==> src/design/usb_port_pkg.sv <==
package usb_port_pkg;

    // Register byte addresses of the two serial engines.
    localparam logic [15:0] ADDR_HOST_CTRL_1 = 16'hc080;
    localparam logic [15:0] ADDR_PORT_CTRL_1 = 16'hc08a;
    localparam logic [15:0] ADDR_HOST_CTRL_2 = 16'hc0a0;
    localparam logic [15:0] ADDR_PORT_CTRL_2 = 16'hc0aa;
    localparam logic [15:0] REG_RESET = 16'h0000;

    // Field positions of the port line control register.
    localparam int PLC_DP_BIT = 13;
    localparam int PLC_DM_BIT = 12;
    localparam int PLC_LOW_SPEED_BIT = 10;
    localparam int PLC_HOST_ROLE_BIT = 9;
    localparam int PLC_RES_EN_BIT = 7;
    localparam int PLC_FORCE_HI_BIT = 4;
    localparam int PLC_FORCE_LO_BIT = 3;
    localparam int PLC_SUSPEND_BIT = 2;
    localparam int PLC_MARKER_EN_BIT = 0;

    // Field positions of the host transaction control register.
    localparam int HTC_PREAMBLE_BIT = 7;
    localparam int HTC_SEQ_BIT = 6;
    localparam int HTC_SYNC_BIT = 5;
    localparam int HTC_ISO_BIT = 4;
    localparam int HTC_ARM_BIT = 0;

    // Line force field encodings.
    typedef enum logic [1:0] {
        FORCE_NORMAL = 2'h0,
        FORCE_SE0 = 2'h1,
        FORCE_J = 2'h2,
        FORCE_K = 2'h3
    } line_force_t;

    // Host transaction sequencer states.
    typedef enum logic [1:0] {
        SEQ_IDLE = 2'h0,
        SEQ_MARKER = 2'h1,
        SEQ_PREAMBLE = 2'h2,
        SEQ_PACKET = 2'h3
    } seq_state_t;

    // Frame period and the clock rate it is counted in.
    localparam int FRAME_PERIOD_US = 1000;
    localparam int CLOCK_MHZ = 200;
    localparam int FRAME_CYCLES = FRAME_PERIOD_US * CLOCK_MHZ;

endpackage

==> src/design/line_sync.sv <==
`timescale 1ns/1ps
module line_sync #(
    parameter int WIDTH = 4
) (
    // Clock and reset.
    input wire logic clock,
    input wire logic sys_rst,
    // Asynchronous levels in, synchronised levels out.
    input wire logic [WIDTH-1:0] asyncIn,
    output logic [WIDTH-1:0] syncOut
);

    typedef struct packed {
        logic [WIDTH-1:0] stage1;
        logic [WIDTH-1:0] stage2;
    } sync_state_t;

    sync_state_t syncState_r;
    sync_state_t syncState_nxt;

    // The first stage feeds only the second stage.
    always_comb begin
        syncState_nxt.stage1 = asyncIn;
        syncState_nxt.stage2 = syncState_r.stage1;
    end

    // Both stages clear to zero on reset.
    always_ff @(posedge clock or posedge sys_rst) begin
        if (sys_rst) begin
            syncState_r <= '0;
        end else begin
            syncState_r <= syncState_nxt;
        end
    end

    assign syncOut = syncState_r.stage2;

endmodule

==> src/design/frame_timer.sv <==
`timescale 1ns/1ps
module frame_timer #(
    parameter int FRAME_CYCLES = usb_port_pkg::FRAME_CYCLES
) (
    // Clock and reset.
    input wire logic clock,
    input wire logic sys_rst,
    // One-cycle pulse at the start of every frame.
    output logic frameTick
);

    localparam int CW = $clog2(FRAME_CYCLES + 1);
    localparam logic [CW-1:0] LAST = CW'(FRAME_CYCLES - 1);

    typedef struct packed {
        logic [CW-1:0] count;
        logic tick;
    } timer_state_t;

    timer_state_t timer_r;
    timer_state_t timer_nxt;

    // Free running frame divider.
    always_comb begin
        timer_nxt = timer_r;
        timer_nxt.tick = 1'b0;
        if (timer_r.count == LAST) begin
            timer_nxt.count = '0;
            timer_nxt.tick = 1'b1;
        end else begin
            timer_nxt.count = timer_r.count + CW'(1);
        end
    end

    // Register the divider state.
    always_ff @(posedge clock or posedge sys_rst) begin
        if (sys_rst) begin
            timer_r <= '0;
        end else begin
            timer_r <= timer_nxt;
        end
    end

    assign frameTick = timer_r.tick;

endmodule

==> src/design/usb_port_line_and_host_control.sv <==
`timescale 1ns/1ps
module usb_port_line_and_host_control #(
    parameter int FRAME_CYCLES = usb_port_pkg::FRAME_CYCLES
) (
    // Clock and reset.
    input wire logic clock,
    input wire logic sys_rst,
    // On-chip processor register port.
    input wire logic cpuSel,
    input wire logic cpuWrite,
    input wire logic [15:0] cpuAddr,
    input wire logic [15:0] cpuWriteData,
    output logic [15:0] cpuReadData,
    // External processor port register access.
    input wire logic hpiSel,
    input wire logic hpiWrite,
    input wire logic [15:0] hpiAddr,
    input wire logic [15:0] hpiWriteData,
    output logic [15:0] hpiReadData,
    // Port A data line pins, one per engine.
    input wire logic [1:0] dpIn,
    input wire logic [1:0] dmIn,
    output logic [1:0] dpOut,
    output logic [1:0] dmOut,
    output logic [1:0] lineOeN,
    // Termination resistor controls.
    output logic [1:0] pullDownDp,
    output logic [1:0] pullDownDm,
    output logic [1:0] pullUpDp,
    output logic [1:0] pullUpDm,
    // Transceiver power and receive gating.
    output logic [1:0] xcvrPowerDown,
    output logic [1:0] rxEnable,
    // Active port selection, high selects port B.
    input wire logic [1:0] portSelectB,
    // Packet engine drive and handshake.
    input wire logic [1:0] txDp,
    input wire logic [1:0] txDm,
    input wire logic [1:0] txActive,
    input wire logic [1:0] pktDone,
    output logic [1:0] pktStart,
    output logic [1:0] preambleStart,
    output logic [1:0] markerStart,
    output logic [1:0] markerEop,
    output logic [1:0] pktToggle,
    output logic [1:0] pktIso
);

    typedef struct packed {
        logic [1:0] lowSpeed;
        logic [1:0] hostRole;
        logic [1:0] resEn;
        logic [1:0][1:0] lineForce;
        logic [1:0] suspend;
        logic [1:0] markerEn;
        logic [1:0] preamble;
        logic [1:0] seqSel;
        logic [1:0] syncEn;
        logic [1:0] isoEn;
        logic [1:0] arm;
        logic [1:0] markerPending;
        logic [1:0] syncReady;
        logic [1:0][1:0] state;
        logic [1:0] pktStart;
        logic [1:0] preStart;
        logic [1:0] mrkStart;
        logic [1:0] mrkEop;
        logic [1:0] toggle;
        logic [1:0] iso;
        logic [1:0] dpDrv;
        logic [1:0] dmDrv;
        logic [1:0] oeN;
        logic [1:0] rxEn;
        logic [1:0] pdDp;
        logic [1:0] pdDm;
        logic [1:0] puDp;
        logic [1:0] puDm;
        logic [15:0] cpuRd;
        logic [15:0] hpiRd;
    } ctrl_state_t;

    ctrl_state_t r;
    ctrl_state_t n;
    logic [3:0] lineSync;
    logic frameTick;

    // Two-stage synchroniser for the four sampled line levels.
    line_sync #(.WIDTH(4)) lineSyncInst (
        .clock(clock),
        .sys_rst(sys_rst),
        .asyncIn({dmIn, dpIn}),
        .syncOut(lineSync)
    );

    // Frame period divider shared by both engines.
    frame_timer #(.FRAME_CYCLES(FRAME_CYCLES)) frameTimerInst (
        .clock(clock),
        .sys_rst(sys_rst),
        .frameTick(frameTick)
    );

    // Decodes an address into valid, engine index and port-control select.
    function automatic logic [2:0] decodeAddr(input logic [15:0] addr);
        logic [2:0] code;
        code = 3'h0;
        unique case (addr)
            usb_port_pkg::ADDR_HOST_CTRL_1: code = 3'h4;
            usb_port_pkg::ADDR_PORT_CTRL_1: code = 3'h5;
            usb_port_pkg::ADDR_HOST_CTRL_2: code = 3'h6;
            usb_port_pkg::ADDR_PORT_CTRL_2: code = 3'h7;
            default: code = 3'h0;
        endcase
        return code;
    endfunction

    // Builds the read value of a decoded register; unmapped reads give zero.
    function automatic logic [15:0] readReg(input ctrl_state_t s, input logic [2:0] code,
                                            input logic [3:0] lines);
        logic [15:0] v;
        logic e;
        v = usb_port_pkg::REG_RESET;
        e = code[1];
        if (code[2] && code[0]) begin
            v[usb_port_pkg::PLC_DP_BIT] = lines[e];
            v[usb_port_pkg::PLC_DM_BIT] = lines[2 + int'(e)];
            v[usb_port_pkg::PLC_LOW_SPEED_BIT] = s.lowSpeed[e];
            v[usb_port_pkg::PLC_HOST_ROLE_BIT] = s.hostRole[e];
            v[usb_port_pkg::PLC_RES_EN_BIT] = s.resEn[e];
            v[usb_port_pkg::PLC_FORCE_HI_BIT:usb_port_pkg::PLC_FORCE_LO_BIT] = s.lineForce[e];
            v[usb_port_pkg::PLC_SUSPEND_BIT] = s.suspend[e];
            v[usb_port_pkg::PLC_MARKER_EN_BIT] = s.markerEn[e];
        end else if (code[2]) begin
            v[usb_port_pkg::HTC_PREAMBLE_BIT] = s.preamble[e];
            v[usb_port_pkg::HTC_SEQ_BIT] = s.seqSel[e];
            v[usb_port_pkg::HTC_SYNC_BIT] = s.syncEn[e];
            v[usb_port_pkg::HTC_ISO_BIT] = s.isoEn[e];
            v[usb_port_pkg::HTC_ARM_BIT] = s.arm[e];
        end
        return v;
    endfunction

    logic [2:0] cpuCode;
    logic [2:0] hpiCode;
    assign cpuCode = decodeAddr(cpuAddr);
    assign hpiCode = decodeAddr(hpiAddr);

    // Next-state logic for both engines, registers and line drive.
    always_comb begin
        logic [2:0] wrCode;
        logic [15:0] wrData;
        logic fs;
        n = r;
        wrCode = 3'h0;
        wrData = 16'h0000;
        fs = 1'b0;
        n.pktStart = 2'h0;
        n.preStart = 2'h0;
        n.mrkStart = 2'h0;
        // Both ports read every register file entry.
        n.cpuRd = cpuSel ? readReg(r, cpuCode, lineSync) : 16'h0000;
        n.hpiRd = hpiSel ? readReg(r, hpiCode, lineSync) : 16'h0000;
        for (int e = 0; e < 2; e++) begin
            unique case (usb_port_pkg::seq_state_t'(r.state[e]))
                usb_port_pkg::SEQ_IDLE: begin
                    if (r.suspend[e]) begin
                        n.state[e] = usb_port_pkg::SEQ_IDLE;
                    end else if (r.markerPending[e] && r.hostRole[e] && r.markerEn[e]) begin
                        n.markerPending[e] = 1'b0;
                        n.mrkStart[e] = 1'b1;
                        n.mrkEop[e] = r.lowSpeed[e];
                        n.state[e] = usb_port_pkg::SEQ_MARKER;
                    end else if (r.arm[e] && (!r.syncEn[e] || r.syncReady[e])) begin
                        n.syncReady[e] = 1'b0;
                        n.toggle[e] = r.seqSel[e];
                        n.iso[e] = r.isoEn[e];
                        if (r.preamble[e] && r.lowSpeed[e] && r.hostRole[e]) begin
                            n.preStart[e] = 1'b1;
                            n.state[e] = usb_port_pkg::SEQ_PREAMBLE;
                        end else begin
                            n.pktStart[e] = 1'b1;
                            n.state[e] = usb_port_pkg::SEQ_PACKET;
                        end
                    end
                end
                usb_port_pkg::SEQ_MARKER: begin
                    if (pktDone[e]) begin
                        n.syncReady[e] = 1'b1;
                        n.state[e] = usb_port_pkg::SEQ_IDLE;
                    end
                end
                usb_port_pkg::SEQ_PREAMBLE: begin
                    if (pktDone[e]) begin
                        n.pktStart[e] = 1'b1;
                        n.state[e] = usb_port_pkg::SEQ_PACKET;
                    end
                end
                usb_port_pkg::SEQ_PACKET: begin
                    if (pktDone[e]) begin
                        n.arm[e] = 1'b0;
                        n.state[e] = usb_port_pkg::SEQ_IDLE;
                    end
                end
            endcase
            // Markers only in host role on port A; a new frame beats a serve.
            if (frameTick && r.hostRole[e] && r.markerEn[e] && !portSelectB[e]) begin
                n.markerPending[e] = 1'b1;
            end
            // Register writes; the processor wins over the external port.
            for (int p = 0; p < 2; p++) begin
                wrCode = (p == 0) ? hpiCode : cpuCode;
                wrData = (p == 0) ? hpiWriteData : cpuWriteData;
                if (((p == 0) ? (hpiSel && hpiWrite) : (cpuSel && cpuWrite))
                    && wrCode[2] && (wrCode[1] == e[0])) begin
                    if (wrCode[0]) begin
                        n.lowSpeed[e] = wrData[usb_port_pkg::PLC_LOW_SPEED_BIT];
                        n.hostRole[e] = wrData[usb_port_pkg::PLC_HOST_ROLE_BIT];
                        n.resEn[e] = wrData[usb_port_pkg::PLC_RES_EN_BIT];
                        n.lineForce[e] = wrData[usb_port_pkg::PLC_FORCE_HI_BIT:
                                                usb_port_pkg::PLC_FORCE_LO_BIT];
                        n.suspend[e] = wrData[usb_port_pkg::PLC_SUSPEND_BIT];
                        n.markerEn[e] = wrData[usb_port_pkg::PLC_MARKER_EN_BIT];
                    end else begin
                        n.preamble[e] = wrData[usb_port_pkg::HTC_PREAMBLE_BIT];
                        n.seqSel[e] = wrData[usb_port_pkg::HTC_SEQ_BIT];
                        n.syncEn[e] = wrData[usb_port_pkg::HTC_SYNC_BIT];
                        n.isoEn[e] = wrData[usb_port_pkg::HTC_ISO_BIT];
                        // A software set landing with completion wins.
                        n.arm[e] = wrData[usb_port_pkg::HTC_ARM_BIT] |
                                   (n.arm[e] & r.arm[e] & ~pktDone[e]);
                    end
                end
            end
            // Termination from resistor enable, role and speed.
            n.pdDp[e] = r.resEn[e] && r.hostRole[e];
            n.pdDm[e] = r.resEn[e] && r.hostRole[e];
            n.puDp[e] = r.resEn[e] && !r.hostRole[e] && !r.lowSpeed[e];
            n.puDm[e] = r.resEn[e] && !r.hostRole[e] && r.lowSpeed[e];
            // Line drive; forcing ignores which port is active.
            fs = !r.lowSpeed[e];
            n.rxEn[e] = !r.suspend[e] && !portSelectB[e];
            unique case (usb_port_pkg::line_force_t'(r.lineForce[e]))
                usb_port_pkg::FORCE_NORMAL: begin
                    n.dpDrv[e] = txDp[e];
                    n.dmDrv[e] = txDm[e];
                    n.oeN[e] = !(txActive[e] && !r.suspend[e] && !portSelectB[e]);
                end
                usb_port_pkg::FORCE_SE0: begin
                    n.dpDrv[e] = 1'b0;
                    n.dmDrv[e] = 1'b0;
                    n.oeN[e] = 1'b0;
                end
                usb_port_pkg::FORCE_J: begin
                    n.dpDrv[e] = fs;
                    n.dmDrv[e] = !fs;
                    n.oeN[e] = 1'b0;
                end
                usb_port_pkg::FORCE_K: begin
                    n.dpDrv[e] = !fs;
                    n.dmDrv[e] = fs;
                    n.oeN[e] = 1'b0;
                end
            endcase
        end
    end

    // Single register stage for all control state.
    always_ff @(posedge clock or posedge sys_rst) begin
        if (sys_rst) begin
            r <= '0;
            r.oeN <= 2'h3;
        end else begin
            r <= n;
        end
    end

    // Outputs come straight from the registered state.
    assign cpuReadData = r.cpuRd;
    assign hpiReadData = r.hpiRd;
    assign dpOut = r.dpDrv;
    assign dmOut = r.dmDrv;
    assign lineOeN = r.oeN;
    assign pullDownDp = r.pdDp;
    assign pullDownDm = r.pdDm;
    assign pullUpDp = r.puDp;
    assign pullUpDm = r.puDm;
    assign xcvrPowerDown = r.suspend;
    assign rxEnable = r.rxEn;
    assign pktStart = r.pktStart;
    assign preambleStart = r.preStart;
    assign markerStart = r.mrkStart;
    assign markerEop = r.mrkEop;
    assign pktToggle = r.toggle;
    assign pktIso = r.iso;
endmodule

==> config.mk <==
export PLATFORM = sky130hd
export DESIGN_NAME = usb_port_line_and_host_control
export DESIGN_NICKNAME = d
export VERILOG_FILES = /design/src/design/usb_port_pkg.sv /design/src/design/line_sync.sv /design/src/design/frame_timer.sv /design/src/design/usb_port_line_and_host_control.sv
export SDC_FILE = /design/constraint.sdc
export NUM_CORES = 1
export LEC_CHECK = 0
export BUFFER_PORTS_ARGS = -buffer_cell sky130_fd_sc_hd__clkbuf_2
export CAP_MARGIN = 25
export CORE_ASPECT_RATIO = 2
export CORE_MARGIN = 2
export CORE_UTILIZATION = 50
export CTS_BUF_LIST = sky130_fd_sc_hd__clkbuf_8
export CTS_CLUSTER_DIAMETER = 30
export DETAILED_ROUTE_END_ITERATION = 7
export GPL_TIMING_DRIVEN = 1
export PLACE_DENSITY = 0.74
export SYNTH_ARGS = -nofsm -noshare
export SYNTH_HDL_FRONTEND = slang
export SYNTH_SLANG_ARGS = --single-unit
==> constraint.sdc <==
create_clock -name clock -period 3.69 [get_ports clock]
set_input_delay 0.369 -clock clock [delete_from_list [all_inputs] [get_ports clock]]
set_output_delay 0.369 -clock clock [all_outputs]
set_load 0.01 [all_outputs]
==> flow_metrics.tcl, run 1 <==
set metrics [dict create \
    status "complete, no violations" \
    startpoint "cpuAddr[8]" \
    finalClockSkew_ns 0.009448 \
    antenna_found_initial 0 \
    fin_tns_setup_ns 0 \
    powerDensity_mw_per_mm2 405.1 \
    ys_seq_elements 107 \
    min_from "dmIn[1]" \
    ant_nets 0 \
    dr.pass1.iters 4 \
    worst_pin_slew_ns 0.7817 \
    crit_path_end_kind "flip-flop" \
    grt_max_degree 68 \
    cts_max_level 3 \
    pin_count 146 \
    cp_max_fo 11 \
    min_period_ns 2.024 \
    netlist.area_leader.share_pct 48.59 \
    fmax_mhz 494.2 \
    yosysTopAreaCell "dfrtp_1" \
    areaGrowthSynthToFinish_pct 10.11 \
    vias_per_cell 5.316 \
    drcViolationCount 0 \
    rsz0062_at_grt "no" \
    max-slew-margin-rel_pct 47.89 \
    dpl.hpwl_mm 9.199 \
    grt_pass1_vias 3880 \
    rows 53 \
    syn_avg_cell_area_um2 11.01 \
    r2r_start "frameTimerInst.timer_r[1]$_DFF_PP0_" \
    via_count 3732 \
    synthTopCellsByArea "dfrtp_1, buf_4, mux2_2" \
    grt_pass1_wl_mm 18.89 \
    clk_pin_slew_ns 0.11 \
    worstPathRequired_ns 3.98 \
    placed_cells 686 \
    mappedNetlistArea_mm2 0.005408 \
    core_region_area_mm2 0.01054 \
    drv_slew 0 \
    die_y_um 151.1 \
    ys.flop_type "dfrtp_1" \
    seq_area_frac_synth_pct 49.56 \
    grt_use_total_pct 21.16 \
    drive_above_1_share_pct 33.10 \
    vdd_drop_max_v 0.0002481 \
    place_congestion 0.8995 \
    holdBufCountCts 0 \
    drt_wl_total_mm 11.79 \
    fin_nets 645 \
    synth_cells 491 \
    wire_per_inst_um 16.79 \
    portBuffers 121 \
    critPathKind "input port to flip-flop" \
    clk_latency_ns 0.39 \
    cts_setup_buffers 0 \
    ys_async_sr_fraction_pct 100.0 \
    hold_path.class "input port to flip-flop" \
    clock_path_buffers 2 \
    post-route-period-util_pct 54.84 \
    synth.distinct_cells 49 \
    cts_buffers 9 \
    cts_resized 0 \
    fillers 934 \
    p_leak_nw 2.956 \
    antenna_cells 0 \
    dieWidth_um 77.54 \
    ys.warnings.count 0 \
    cts_tree "yes" \
    fin_cells 702 \
    start_util_pct 51.29 \
    cp.arrival_ns 2.31 \
    synth-edff-count 0 \
    finalSetupViolCount 0 \
    maxCapViolCount 0 \
    gr-total-overflow 0 \
    final_common_cell "clkbuf_2" \
    cts_root_buf "clkbuf_8" \
    fp.dieArea_mm2 0.01171 \
    start_kind "input port" \
    first_iter_violations 196 \
    mostFrequentLayoutCells "clkbuf_2, dfrtp_1, nand2_1, nor2_1, mux2_2" \
    hold_viol_final 0 \
    cts_sinks 107 \
]
## through the flow
| step | setup slack, ns | total power, mW | hold slack [ns] | util [%] | cell area [um^2] |
|---|---|---|---|---|---|
| 2_1_floorplan | 0.5071 | 1.518 | 0.3312 | - | 5441 |
| 3_3_place_gp | 1.359 | 1.600 | 0.3358 | 54.25 | 5720 |
| 3_5_place_dp | 1.270 | 1.617 | 0.3347 | 54.25 | 5720 |
| 4_1_cts | 1.674 | 2.424 | 0.07086 | 56.47 | 5954 |
| 5_1_grt | 1.597 | 2.528 | 0.06383 | 56.47 | 5954 |
| 6_report | 1.666 | 2.412 | 0.07936 | 56.47 | 5954 |
## cell type report
cell class                 count  area (um^2)  share of cell area (%)
tap                          137        171.4                   2.879
clock buffer                   9        123.9                   2.080
multi-input combinational    306         2197                   36.90
clock inverter                 7        110.1                   1.849
inverter                      13        51.30                  0.8615
sequential                   107         2680                   45.01
timing repair buffer         123        620.6                   10.42
## path summary, 6_finish.rpt
check	cells past startpoint	slack, ns	endpoint
max reg2reg	6	1.76	frameTimerInst.timer_r[17]$_DFF_PP0_
min in group asynchronous	2	0.10	frameTimerInst.timer_r[14]$_DFF_PP0_
max in group asynchronous	3	2.53	cpuReadData[5]$_DFF_PP0_
min	1	0.08	lineSyncInst.syncState_nxt[3]$_DFF_PP0_
max	6	1.67	cpuReadData[4]$_DFF_PP0_
min reg2reg	0	0.36	lineSyncInst.syncOut[0]$_DFF_PP0_
## sequential cells by signal, indices dropped and copies added (netlist names), 4 cells and up
signal / flops
lineSyncInst.syncOut: 4
hpiReadData: 11
lineSyncInst.syncState_nxt: 4
frameTimerInst.timer_r: 18
cpuReadData: 11
r: 30
## cell usage after synthesis (4+ instances only)
cell / number
and3_1: 12
clkbuf_1: 10
o22ai_1: 5
inv_1: 13
mux2i_1: 26
and4_1: 5
mux2_2: 32
xor2_1: 8
nor3b_1: 4
nand3_1: 14
a21oi_1: 4
nor4_4: 7
dfrtp_1: 105
nor2b_1: 6
mux2_1: 14
buf_4: 63
xnor2_1: 8
and2_1: 5
a211oi_1: 8
o21ai_0: 15
nor3_1: 10
nand2_1: 42
nor2_1: 39
## worst max-delay path, cell delays in order
cell and delay (ns):
clkbuf_2 0.08, nor4b_1 0.28, and4_1 0.34, and3_1 0.70, mux2i_1 0.25, a211oi_1 0.29
## where the power goes
group | internal, mW | switching (mW) | total, mW
Sequential | 1.23 | 0.0494 | 1.28
Combinational | 0.124 | 0.190 | 0.314
Clock | 0.396 | 0.421 | 0.817
Total | 1.75 | 0.661 | 2.41
## metal layers
layer  track usage (%)  up-vias  routed length (um)
li1                  -     1762                   -
met1             20.90     1790                3959
met2             38.78      143                6535
met3             4.827       37                 656
met4             14.20        0                 635
met5                 0        -                   0
## cell families (layout without fill, tap and decap cells)
group                      after synthesis  count (layout)  share of synthesized area [%]
muxes                                   72              72                          14.39
AOI/OAI and AO/OA                       44              44                          5.183
DFF                                    107             107                          49.56
adders and majority gates                1               1                         0.2313
and+or+nand+nor                        163             163                          17.54
buffers and inverters                   87             152                          10.43
other                                    1              10                        0.06935
xor gates and xnor gates                16              16                          2.591
(Power assumes the default switching activity.)
==> run 2: changes to the inputs <==
CORE_UTILIZATION = 49   (was 50)
PLACE_DENSITY = 0.75   (was 0.74)
clock period = 1.8 ns   (was 3.69 ns; I/O delays follow)
==> flow_metrics.tcl, run 2 (synthesis gave the netlist of run 1 again) <==
set metrics [dict create \
    cts_root_buf "clkbuf_8" \
    hold_depth 3 \
    fin_nets 684 \
    clk_pin_slew_ns 0.10 \
    critPathBufInv 0 \
    worstPathRequired_ns 2.12 \
    cts_max_level 3 \
    rows 54 \
    final_common_cell "clkbuf_2" \
    finalClockSkew_ns 0.01123 \
    cts_buffers 9 \
    drv_slew 0 \
    vias_per_cell 5.297 \
    mostFrequentLayoutCells "clkbuf_2, dfrtp_1, nand2_1, nor2_1, mux2_2" \
    fmax_mhz 580.2 \
    start_kind "flip-flop" \
    r2r_start "frameTimerInst.timer_r[5]$_DFF_PP0_" \
    cts_setup_buffers 0 \
    core_region_area_mm2 0.01081 \
    vdd_drop_max_v 0.0004476 \
    pin_count 146 \
    grt_pass1_wl_mm 20.44 \
    hold_viol_final 0 \
    maxCapViolCount 0 \
    grt_use_total_pct 22.22 \
    r2r_slack_ns 0.08 \
    worst_path_most_repeated_cell "nand3_1" \
    gr-total-overflow 0 \
    min_from "txDm[1]" \
    min_period_ns 1.724 \
    p_leak_nw 3.173 \
    status "complete, no violations" \
    slowest_delay_ns 0.50 \
    critPathKind "flip-flop to flip-flop" \
    antenna_cells 0 \
    drt_wl_total_mm 12.78 \
    max_flop_register "r" \
    antenna_found_initial 0 \
    worst_pin_slew_ns 0.6314 \
    powerDensity_mw_per_mm2 770.6 \
    finalPower_mw 4.895 \
    place_congestion 0.8630 \
    drcViolationCount 0 \
    cp_max_fo 4 \
    crit_path_cell_trace "and3_1 > and4_1 > nand3_1 > or4_1 > nand3_1" \
    first_iter_violations 160 \
    cts_sinks 107 \
    clk_latency_ns 0.38 \
    cp.arrival_ns 2.04 \
    grt_pass1_vias 4208 \
    drive_above_1_share_pct 36.42 \
    clock_path_buffers 2 \
    crit_path_end_kind "flip-flop" \
    startpoint "frameTimerInst.timer_r[5]$_DFF_PP0_" \
    reg2reg_to "frameTimerInst.timer_r[18]$_DFF_PP0_" \
    largest_register_ffs 30 \
    ant_nets 0 \
    register_area_mm2 0.002680 \
    fillers 950 \
    die_y_um 152.6 \
    critPathTopFamily "simple AND/OR/NAND/NOR gates" \
    cts_tree "yes" \
    fp.dieArea_mm2 0.01194 \
    final_util_pct 58.76 \
    dr.pass1.iters 4 \
    reg_top3 "r (30), frameTimerInst.timer_r (18)" \
    max-slew-margin-rel_pct 57.82 \
    hold_end "dmOut[1]$_DFF_PP0_" \
    multi_input_area_mm2 0.002217 \
    dpl.hpwl_mm 10.19 \
    cp_slowest_cell "or4_1" \
    r2r_cells 5 \
    post-route-period-util_pct 95.76 \
    via_count 3941 \
    rsz0062_at_grt "no" \
    dieWidth_um 78.29 \
    areaGrowthSynthToFinish_pct 17.47 \
    finalSetupViolCount 0 \
    hold_path.class "input port to flip-flop" \
    portBuffers 121 \
    start_util_pct 50.02 \
    grt_max_degree 38 \
    wire_per_inst_um 17.17 \
]
[run 2: changes by cell type in the layout (fill, tap and decap cells not counted), sizes merged]
cell / change
clkinv: +1
bufinv: -1
clkinvlp: +1
clkbuf: +1
dlygate4sd3: +8
inv: -2
buf: +31
[run 2: metrics by stage]
| step | instance area [um^2] | hold WS, ns | instances | worst slack [ns] | TNS [ns] |
|---|---|---|---|---|---|
| floorplan | 5445 | 0.2114 | 500 | -0.03094 | -0.2474 |
| global placement | 6033 | 0.2764 | 720 | -0.1076 | -2.197 |
| detailed placement | 6033 | 0.2814 | 720 | -0.1949 | -3.384 |
| CTS | 6339 | 0.004946 | 744 | 0.04123 | 0 |
| global route | 6352 | 0.01613 | 744 | 0.01480 | 0 |
| finish | 6352 | 0.009927 | 744 | 0.07632 | 0 |
[run 2: per-layer routing]
| layer | share of wire [%] | track usage (%) | up-vias | wire length, um |
|---|---|---|---|---|
| met5 | 0 | 0 | - | 0 |
| met4 | 4.6 | 13.12 | 0 | 588 |
| met3 | 4.3 | 3.851 | 34 | 544 |
| met2 | 58 | 42.82 | 121 | 7457 |
| met1 | 33 | 20.97 | 1952 | 4187 |
| li1 | - | - | 1834 | - |
[run 2: worst max path at each step]
stage                                                 to  slack, ns  cells after the start
global placement                         r[83]$_DFF_PP0_      -0.11                      7
floorplan                                r[71]$_DFF_PP0_      -0.03                      5
detailed placement                       r[87]$_DFF_PP0_      -0.19                      7
CTS                 frameTimerInst.timer_r[17]$_DFF_PP0_       0.04                      6
finish              frameTimerInst.timer_r[18]$_DFF_PP0_       0.08                      5
global route        frameTimerInst.timer_r[17]$_DFF_PP0_       0.01                      7
[run 2: where the power goes]
group	internal (mW)	leakage, nW	total (mW)	switching, mW
Sequential	2.52	1.41	2.64	0.112
Combinational	0.295	1.65	0.694	0.400
Clock	0.708	0.110	1.56	0.856
[run 2: what timing repair did]
| action | in CTS | in global routing |
|---|---|---|
| setup endpoints to repair | 1 | 3 |
| cloned | 0 | 0 |
| resized for setup | 1 | 3 |
| hold buffers | 8 | 0 |
| endpoints found under the hold margin | 30 | 0 |
[run 2: final cells by class]
class                           count  area share [%]
Clock buffer                       10           2.167
Clock inverter                      6           1.280
Inverter                           13          0.8273
Multi-Input combinational cell    306           34.90
Sequential cell                   107           42.19
Tap cell                          140           2.758
Timing Repair Buffer              162           15.88
[run 2: worst reg2reg max path, cell delays in order, from the launching register on]
cell,delay (ns)
dfrtp_1,0.41
and3_1,0.18
and4_1,0.33
nand3_1,0.15
or4_1,0.50
nand3_1,0.10
